**config.mk**
```make
export PLATFORM = sky130hd
export DESIGN_NAME = pair_trigger_ctrl
export DESIGN_NICKNAME = d
export VERILOG_FILES = /design/src/rtl/pair_trig_pkg.sv /design/src/rtl/pair_trigger_ctrl.sv
export SDC_FILE = /design/constraint.sdc
export NUM_CORES = 1
export LEC_CHECK = 0
export BUFFER_PORTS_ARGS = -buffer_cell sky130_fd_sc_hd__buf_2
export CAP_MARGIN = 20
export CELL_PAD_IN_SITES_DETAIL_PLACEMENT = 1
export CELL_PAD_IN_SITES_GLOBAL_PLACEMENT = 1
export CORE_ASPECT_RATIO = 1.2
export CORE_MARGIN = 8
export CORE_UTILIZATION = 30
export DETAILED_ROUTE_END_ITERATION = 10
export GPL_TIMING_DRIVEN = 0
export HOLD_SLACK_MARGIN = 0.06
export PLACE_DENSITY_LB_ADDON = 0.2
export RECOVER_POWER = 100
export SETUP_SLACK_MARGIN = 0.3
export SLEW_MARGIN = 20
export SYNTH_ARGS = -nofsm -noshare
export SYNTH_HDL_FRONTEND = slang
export SYNTH_SLANG_ARGS = --single-unit
```
**constraint.sdc**
```tcl
create_clock -name pclk -period 2.85 [get_ports pclk]
set_input_delay 0.285 -clock pclk [delete_from_list [all_inputs] [get_ports pclk]]
set_output_delay 0.285 -clock pclk [all_outputs]
set_load 0.005 [all_outputs]
```
**src/rtl/pair_trig_pkg.sv**
```systemverilog
// constants for the per-pair conversion trigger control block
// assumes a 32-bit apb master and trigger sources on the same pclk
// ****************************************************************
// How it works
// - two slots per register, upper byte higher slot
// - selectors at bits 12:8 and 4:0
// - slot n converts inputs 2n and 2n+1
// - codes 11111 timer2, 01100 timer1 period match
// - codes 11110..10111 current-limit of generators 8..1
// - codes 10110..01110 secondary of generators 9..1
// - code 01101 reserved, selects no trigger
// - codes 01011..00100 primary of generators 8..1
// - code 00011 pwm special event trigger
// - code 00010 shared global software trigger
// - code 00001 own software bit only
// - code 00000 disables, never sets pending
// - pending sets on trigger, clears on completion
// - software bit starts conversion, clears as pending sets
// - triggers while busy stay pending; on the granted slot they merge unless in its completion cycle
// - irq enable gates completion interrupt request
// ****************************************************************
package pair_trig_pkg;

  // ****************************************************************
  // bus and slot geometry
  // ****************************************************************
  localparam int APB_AW    = 8;
  localparam int APB_DW    = 32;
  localparam int NUM_REGS  = 3;
  localparam int NUM_SLOTS = 2 * NUM_REGS;
  localparam int PAIR_W    = 3;
  localparam int INPUT_W   = PAIR_W + 1;
  localparam int N_PRI     = 8;
  localparam int N_SEC     = 9;
  localparam int N_CL      = 8;

  // ****************************************************************
  // register byte addresses
  // ****************************************************************
  localparam logic [APB_AW-1:0] ADDR_CTRL_0     = 8'h00;
  localparam logic [APB_AW-1:0] ADDR_CTRL_1     = 8'h04;
  localparam logic [APB_AW-1:0] ADDR_CTRL_2     = 8'h08;
  localparam logic [APB_AW-1:0] ADDR_IRQ_STATUS = 8'h10;
  localparam logic [APB_AW-1:0] ADDR_IRQ_CLEAR  = 8'h14;
  localparam logic [APB_AW-1:0] ADDR_IRQ_ENABLE = 8'h18;

  // ****************************************************************
  // slot byte layout and reset values
  // ****************************************************************
  localparam int SLOT_BYTE_W  = 8;
  localparam int IRQ_EN_BIT   = 7;
  localparam int PEND_BIT     = 6;
  localparam int SOFT_BIT     = 5;
  localparam int SEL_W        = 5;
  localparam logic [SEL_W-1:0]     SEL_RESET  = 5'h00;
  localparam logic [NUM_SLOTS-1:0] SLOTS_ZERO = 6'h00;

  // ****************************************************************
  // trigger selector codes
  // ****************************************************************
  localparam logic [SEL_W-1:0] SEL_OFF       = 5'h00;
  localparam logic [SEL_W-1:0] SEL_SOFT_OWN  = 5'h01;
  localparam logic [SEL_W-1:0] SEL_SOFT_GLOB = 5'h02;
  localparam logic [SEL_W-1:0] SEL_SPECIAL   = 5'h03;
  localparam logic [SEL_W-1:0] SEL_PRI_LO    = 5'h04;
  localparam logic [SEL_W-1:0] SEL_PRI_HI    = 5'h0b;
  localparam logic [SEL_W-1:0] SEL_TIMER1    = 5'h0c;
  localparam logic [SEL_W-1:0] SEL_RESERVED  = 5'h0d;
  localparam logic [SEL_W-1:0] SEL_SEC_LO    = 5'h0e;
  localparam logic [SEL_W-1:0] SEL_SEC_HI    = 5'h16;
  localparam logic [SEL_W-1:0] SEL_CL_LO     = 5'h17;
  localparam logic [SEL_W-1:0] SEL_CL_HI     = 5'h1e;
  localparam logic [SEL_W-1:0] SEL_TIMER2    = 5'h1f;

endpackage

```
**src/rtl/pair_trigger_ctrl.sv**
```systemverilog
// per-pair conversion trigger slots with apb registers and grant logic
// assumes triggers and the conversion engine share pclk; conv_done is a
// one-cycle pulse from the engine ending the granted pair conversion
`timescale 1ns/10ps
module pair_trigger_ctrl (
  input  wire logic                                 pclk,
  input  wire logic                                 presetn,
  input  wire logic                                 psel,
  input  wire logic                                 penable,
  input  wire logic                                 pwrite,
  input  wire logic [pair_trig_pkg::APB_AW-1:0]     paddr,
  input  wire logic [pair_trig_pkg::APB_DW-1:0]     pwdata,
  input  wire logic [3:0]                           pstrb,
  output logic      [pair_trig_pkg::APB_DW-1:0]     prdata,
  output logic                                      pready,
  output logic                                      pslverr,
  input  wire logic [pair_trig_pkg::N_PRI-1:0]      pwm_primary_trig,
  input  wire logic [pair_trig_pkg::N_SEC-1:0]      pwm_secondary_trig,
  input  wire logic [pair_trig_pkg::N_CL-1:0]       pwm_curlim_trig,
  input  wire logic                                 pwm_special_trig,
  input  wire logic                                 timer1_period_match,
  input  wire logic                                 timer2_period_match,
  input  wire logic                                 global_soft_trig,
  input  wire logic                                 conv_done,
  output logic                                      conv_req,
  output logic      [pair_trig_pkg::PAIR_W-1:0]     conv_pair,
  output logic      [pair_trig_pkg::INPUT_W-1:0]    conv_even_input,
  output logic      [pair_trig_pkg::INPUT_W-1:0]    conv_odd_input,
  output logic                                      irq
);
  import pair_trig_pkg::*;

  // ****************************************************************
  // state
  // ****************************************************************
  logic [SEL_W-1:0]     sel_q [NUM_SLOTS];
  logic [NUM_SLOTS-1:0] irq_en_q;
  logic [NUM_SLOTS-1:0] soft_q;
  logic [NUM_SLOTS-1:0] pend_q;
  logic [NUM_SLOTS-1:0] trig_hit;
  logic [NUM_SLOTS-1:0] irq_status_q;
  logic [NUM_SLOTS-1:0] irq_enable_q;
  logic                 busy_q;
  logic [PAIR_W-1:0]    cur_q;
  logic [PAIR_W-1:0]    pick;
  logic                 any_pend;
  logic                 done_ev;
  logic [APB_DW-1:0]    prdata_q;
  logic                 pready_q;
  logic                 pslverr_q;
  logic                 conv_req_q;
  logic [PAIR_W-1:0]    conv_pair_q;
  logic [INPUT_W-1:0]   conv_even_q;
  logic [INPUT_W-1:0]   conv_odd_q;
  logic                 irq_q;
  logic                 wr_acc;
  logic                 setup;
  logic                 addr_ok;
  logic [APB_DW-1:0]    rd_d;

  assign prdata          = prdata_q;
  assign pready          = pready_q;
  assign pslverr         = pslverr_q;
  assign conv_req        = conv_req_q;
  assign conv_pair       = conv_pair_q;
  assign conv_even_input = conv_even_q;
  assign conv_odd_input  = conv_odd_q;
  assign irq             = irq_q;

  // ****************************************************************
  // trigger source decode
  // ****************************************************************
  function automatic logic src_hit(
    input logic [SEL_W-1:0] code,
    input logic             own_soft,
    input logic [N_PRI-1:0] pri,
    input logic [N_SEC-1:0] sec,
    input logic [N_CL-1:0]  cl,
    input logic             special,
    input logic             t1,
    input logic             t2,
    input logic             glob
  );
    logic [SEL_W-1:0] idx;
    src_hit = 1'b0;
    idx     = SEL_OFF;
    if (code == SEL_TIMER2) begin
      src_hit = t2;
    end else if (code >= SEL_CL_LO) begin
      idx     = code - SEL_CL_LO;
      src_hit = cl[idx[2:0]];
    end else if (code >= SEL_SEC_LO) begin
      idx     = code - SEL_SEC_LO;
      src_hit = sec[idx[3:0]];
    end else if (code == SEL_RESERVED) begin
      src_hit = 1'b0;
    end else if (code == SEL_TIMER1) begin
      src_hit = t1;
    end else if (code >= SEL_PRI_LO) begin
      idx     = code - SEL_PRI_LO;
      src_hit = pri[idx[2:0]];
    end else if (code == SEL_SPECIAL) begin
      src_hit = special;
    end else if (code == SEL_SOFT_GLOB) begin
      src_hit = glob;
    end else if (code == SEL_SOFT_OWN) begin
      src_hit = own_soft;
    end else begin
      src_hit = 1'b0;
    end
  endfunction

  // triggers are same-clock pulses, so one cycle is enough to latch
  always_comb begin
    for (int s = 0; s < NUM_SLOTS; s++) begin
      trig_hit[s] = src_hit(sel_q[s], soft_q[s], pwm_primary_trig, pwm_secondary_trig,
                            pwm_curlim_trig, pwm_special_trig, timer1_period_match,
                            timer2_period_match, global_soft_trig);
    end
  end

  // ****************************************************************
  // apb slave: one wait-free access phase, answer registered in setup
  // ****************************************************************
  assign setup   = psel & ~penable & ~pready_q;
  assign wr_acc  = psel & penable & pready_q & pwrite & ~pslverr_q;
  assign addr_ok = (paddr == ADDR_CTRL_0) | (paddr == ADDR_CTRL_1) |
                   (paddr == ADDR_CTRL_2) | (paddr == ADDR_IRQ_STATUS) |
                   (paddr == ADDR_IRQ_CLEAR) | (paddr == ADDR_IRQ_ENABLE);

  always_comb begin
    rd_d = '0;
    for (int r = 0; r < NUM_REGS; r++) begin
      if (paddr == ADDR_CTRL_0 + APB_AW'(4 * r)) begin
        // lower byte is slot 2r, upper byte slot 2r+1
        for (int h = 0; h < 2; h++) begin
          rd_d[h * SLOT_BYTE_W + IRQ_EN_BIT] = irq_en_q[2 * r + h];
          rd_d[h * SLOT_BYTE_W + PEND_BIT]   = pend_q[2 * r + h];
          rd_d[h * SLOT_BYTE_W + SOFT_BIT]   = soft_q[2 * r + h];
          rd_d[h * SLOT_BYTE_W +: SEL_W]     = sel_q[2 * r + h];
        end
      end
    end
    if (paddr == ADDR_IRQ_STATUS) begin
      rd_d[NUM_SLOTS-1:0] = irq_status_q;
    end
    if (paddr == ADDR_IRQ_ENABLE) begin
      rd_d[NUM_SLOTS-1:0] = irq_enable_q;
    end
  end

  always_ff @(posedge pclk or negedge presetn) begin
    if (!presetn) begin
      pready_q  <= 1'b0;
      pslverr_q <= 1'b0;
      prdata_q  <= '0;
    end else begin
      pready_q  <= setup;
      pslverr_q <= setup & ~addr_ok;
      if (setup && !pwrite) begin
        prdata_q <= rd_d;
      end else if (!psel) begin
        prdata_q <= '0;
      end
    end
  end

  // ****************************************************************
  // slot control bytes
  // ****************************************************************
  always_ff @(posedge pclk or negedge presetn) begin
    if (!presetn) begin
      for (int s = 0; s < NUM_SLOTS; s++) begin
        sel_q[s] <= SEL_RESET;
      end
      irq_en_q <= SLOTS_ZERO;
      soft_q   <= SLOTS_ZERO;
    end else begin
      for (int s = 0; s < NUM_SLOTS; s++) begin
        // hardware clears the own bit as its pending flag sets
        if (trig_hit[s]) begin
          soft_q[s] <= 1'b0;
        end
        // a fresh write wins over the self-clear so no request is lost
        if (wr_acc && paddr == ADDR_CTRL_0 + APB_AW'(4 * (s / 2)) && pstrb[s % 2]) begin
          sel_q[s]    <= pwdata[(s % 2) * SLOT_BYTE_W +: SEL_W];
          soft_q[s]   <= pwdata[(s % 2) * SLOT_BYTE_W + SOFT_BIT];
          irq_en_q[s] <= pwdata[(s % 2) * SLOT_BYTE_W + IRQ_EN_BIT];
        end
      end
    end
  end

  // ****************************************************************
  // pending flags and grant
  // ****************************************************************
  assign done_ev = conv_done & busy_q;

  always_ff @(posedge pclk or negedge presetn) begin
    if (!presetn) begin
      pend_q <= SLOTS_ZERO;
    end else begin
      for (int s = 0; s < NUM_SLOTS; s++) begin
        // set wins: a trigger in the completing cycle asks again
        if (trig_hit[s]) begin
          pend_q[s] <= 1'b1;
        end else if (done_ev && cur_q == PAIR_W'(s)) begin
          pend_q[s] <= 1'b0;
        end
      end
    end
  end

  always_comb begin
    pick     = '0;
    any_pend = |pend_q;
    for (int s = NUM_SLOTS - 1; s >= 0; s--) begin
      if (pend_q[s]) begin
        pick = PAIR_W'(s);
      end
    end
  end

  // pending slots simply wait while the engine is busy
  always_ff @(posedge pclk or negedge presetn) begin
    if (!presetn) begin
      busy_q      <= 1'b0;
      cur_q       <= '0;
      conv_req_q  <= 1'b0;
      conv_pair_q <= '0;
      conv_even_q <= '0;
      conv_odd_q  <= '0;
    end else if (done_ev) begin
      busy_q     <= 1'b0;
      conv_req_q <= 1'b0;
    end else if (!busy_q && any_pend) begin
      busy_q      <= 1'b1;
      cur_q       <= pick;
      conv_req_q  <= 1'b1;
      conv_pair_q <= pick;
      conv_even_q <= {pick, 1'b0};
      conv_odd_q  <= {pick, 1'b1};
    end
  end

  // ****************************************************************
  // interrupts: sticky status, write-one clear, enable mask
  // ****************************************************************
  always_ff @(posedge pclk or negedge presetn) begin
    if (!presetn) begin
      irq_status_q <= SLOTS_ZERO;
      irq_enable_q <= SLOTS_ZERO;
      irq_q        <= 1'b0;
    end else begin
      for (int s = 0; s < NUM_SLOTS; s++) begin
        if (done_ev && cur_q == PAIR_W'(s) && irq_en_q[s]) begin
          irq_status_q[s] <= 1'b1;
        end else if (wr_acc && paddr == ADDR_IRQ_CLEAR && pstrb[0] && pwdata[s]) begin
          irq_status_q[s] <= 1'b0;
        end
      end
      if (wr_acc && paddr == ADDR_IRQ_ENABLE && pstrb[0]) begin
        irq_enable_q <= pwdata[NUM_SLOTS-1:0];
      end
      irq_q <= |(irq_status_q & irq_enable_q);
    end
  end

  logic wr_ctrl0_lo;
  assign wr_ctrl0_lo = wr_acc && paddr == ADDR_CTRL_0 && pstrb[0];

  // one source of each selector group except timer2 and off, checked on every slot
  for (genvar g = 0; g < NUM_SLOTS; g++) begin : g_route_chk

  end
endmodule

```
==> impl_metrics.csv <==
group,metric,value,unit
place,place_ws,96.7,ps
timing,grt_setup_unrepaired,"true",
synth,avgSynthCellArea,9.97,um2
place,placed_area,7490,um2
worst_setup_path,critPathLaunchType,"flop",
timing,layout_setup_ws,315,ps
power_and_ir_drop,switchingPower,0.906,mW
place,dpl.cell_count,1041,
final_layout,layout-drive-gt1-share,0.274,
floorplanning,rows,59,
final_layout,diodes,0,
flow_run,max-cap-violations,0,
timing,tns,0,ps
power_and_ir_drop,power,3.07,mW
synth,yosysWarnings,0,
timing,hold_slack,131,ps
clocking,clock_sinks,84,
timing,period_share,0.890,
final_layout,area_growth_syn_to_layout,17.5,%
place,port_buffers,85,
synth,ys.flop_type,"dfrtp_1",
drt,drc,0,
clocking,htree_num_levels,3,
timing,period_needed,2540,ps
synth,synthesis.area,6630,um2
min_path,hp-class,"in2reg",
synth,ys_seq_area_frac,0.317,
drt,drt_iter0_markers,327,
clocking,cts_buffers,9,
synth,netlist_top_cells_count,"84 x dfrtp_1, 63 x nand2_1, 51 x mux2_2, 51 x o21ai_0, 37 x nor2_1",
power_and_ir_drop,power.internal,2.16,mW
synth,synth_seq_cells,84,
place,gp_congestion,0.900,
synth,async_reset_ff_frac,1.00,
drt,viasPerCell,5.46,
drt,ant_nets,0,
floorplanning,io_pins,126,
worst_setup_path,cp_data_arrival_time,2790,ps
final_layout,postLayoutCoreUtil,0.359,
synth,synth_most_common_cell,"dfrtp_1",
synth,netlist.area_leader.share,0.317,
floorplanning,die_h,179,um
final_layout,finish.instance_area,7790,um2
global_routing,antenna_found_initial,0,
power_and_ir_drop,irDropWorstVdd,0.280,mV
timing,worst_pin_slew,1100,ps
final_layout,finalNetCount,898,
global_routing,grt_max_degree,75,
global_routing,gr-total-overflow,0,
worst_setup_path,crit_fanout,8,
clocking,clockRootBuffer,"clkbuf_16",
synth,synth_edf_count,0,
worst_setup_path,worst_setup_path_end_kind,"flop",
clocking,cts_buffer_depth,2,
worst_setup_path,critPathKind,"reg2reg",
drt,wl_per_cell,22.4,um
place,dpl.hpwl,18.5,mm
timing,skew,8.84,ps
timing,hold_viol_final,0,
drt,dr.pass1.iters,5,
power_and_ir_drop,powerDensity,394,nW/um2
worst_setup_path,required,3100,ps
power_and_ir_drop,power_frac_clock,0.407,
drt,wirelength,23.8,mm
power_and_ir_drop,combPwrFrac,0.166,
power_and_ir_drop,leakage,3.41,nW
floorplanning,dieArea,27100,um2
global_routing,grt.total_usage,0.179,
clocking,insertion_delay,350,ps
clocking,path_clk_slew,70,ps
timing,slew_viol_final,0,
power_and_ir_drop,pwr-share-seq,0.428,
power_and_ir_drop,power.share.switching,0.295,
timing,fmax,394,MHz
drt,vias,5802,
timing,slew-limit-headroom,0.268,
clocking,cts_tree,"yes",
outcome,outcome,"finished, final reports clean",
floorplanning,die_w,152,um
timing,finalSetupViolCount,0,
global_routing,first_global_vias,6291,
synth,yosysUniqueCellTypes,68,
synth,syn_inst,665,
synth,yosysTopAreaCell,"dfrtp_1",
floorplanning,fp.coreArea,21700,um2
synth,ys_top_cells_by_area,"dfrtp_1 32%, mux4_2 9.2%, mux2_2 8.7%, ha_1 6.8%, o21ai_0 3.9%",
global_routing,grt_pass1_wl,36.8,mm
final_layout,final_cell_count_no_fill,1062,
floorplanning,initial_core_util,0.305,
==> final cells by class <==
cell class / count / area (um2)
inverters: 23 / 90.1
well taps: 274 / 343
clock inverters: 6 / 70.1
plain buffers: 61 / 348
flip-flops and latches: 84 / 2100
clock buffers: 10 / 239
repair buffers: 91 / 450
multi-input cells: 513 / 4140
fillers: 2530 / 13900
==> state kept, by name (all words and copies together), names as in the netlist, 4 cells and up <==
signal and cells:
soft_q 6, irq_enable_q 6, conv_odd_input 4, sel_q 30
irq_status_q 6, prdata 16, pend_q 6, irq_en_q 6
==> kinds of logic (layout without fill, tap and decap cells) <==
group | Yosys count | count (layout) | synth area share
buffers and inverters | 84 | 191 | 0.0642
AO/OA/AOI/OAI | 161 | 161 | 0.164
AND/OR/NAND/NOR | 189 | 189 | 0.147
adder cells (fa/ha/maj) | 36 | 36 | 0.0679
XOR/XNOR | 12 | 12 | 0.0159
other | 1 | 17 | 0.000566
multiplexers | 98 | 98 | 0.223
flip-flops | 84 | 84 | 0.317
==> layer usage <==
layer	part of all wire	track usage
met4	0.016	0.0536
met3	0.046	0.0222
met5	0	0
met1	0.43	0.231
met2	0.50	0.305
==> worst paths after layout <==
kind	from	endpoint	slack, ps	cells after the start
min	penable	pready$_DFF_PN0_	130	2
max	sel_q[20]$_DFFE_PN0P_	soft_q[1]$_DFFE_PN0P_	310	8
max reg2reg	sel_q[20]$_DFFE_PN0P_	soft_q[1]$_DFFE_PN0P_	310	8
max in group asynchronous	presetn	sel_q[26]$_DFFE_PN0P_	700	3
min in group asynchronous	presetn	sel_q[13]$_DFFE_PN0P_	480	2
min reg2reg	conv_odd_input[0]$_DFFE_PN0P_	conv_odd_input[0]$_DFFE_PN0P_	470	1
==> critical path, cell delays in order (launching register included) <==
cell and delay [ps]:
dfrtp_1 380, clkbuf_2 270, inv_1 190, ha_1 370
mux4_2 290, mux2_2 280, o22ai_1 190, a31oi_1 240
o31ai_1 250
==> layout by cell type (no fill, tap or decap), types with 4 or more instances in the layout <==
cell,Yosys,routed
o211ai_1,4,4
buf_2,10,71
mux4_1,6,6
buf_4,24,23
xor2_1,5,5
or3_1,4,4
xnor2_1,7,7
nand2_1,63,63
mux2i_1,14,14
nor3b_1,6,7
a22oi_1,22,21
nor2b_1,8,8
mux2_2,51,51
o21ai_0,51,51
a221o_1,5,5
clkbuf_1,24,41
clkbuf_16,0,9
a211oi_1,6,5
mux4_2,27,27
nand3b_1,4,4
nand4_1,13,13
inv_1,23,22
and2_1,4,4
nor2_1,37,37
a21oi_1,24,24
o31ai_1,5,5
nand3_1,32,34
dfrtp_1,84,82
a21o_1,4,4
and4b_1,4,4
a32o_1,4,4
ha_1,36,36
clkbuf_4,0,9
clkbuf_2,0,4
conb_1,1,17
==> power groups by stage <==
stage	combinational, mW	clock (mW)	sequential [mW]
finish	0.509	1.25	1.31
global route	0.569	1.33	1.32
CTS	0.523	1.28	1.31
detailed placement	0.521	0	1.34
global placement	0.503	0	1.33
floorplan	0.274	0	1.31
==> repair_timing <==
item                                    in CTS  in global routing
hold endpoints to repair                    14                  0
hold buffers                                 1                  0
gates resized for setup                      5                 12
buffers inserted                             0                  4
pin swaps                                    0                  0
endpoints found under the setup margin       5                 21
Note: power is estimated with default switching activity, not from simulation.
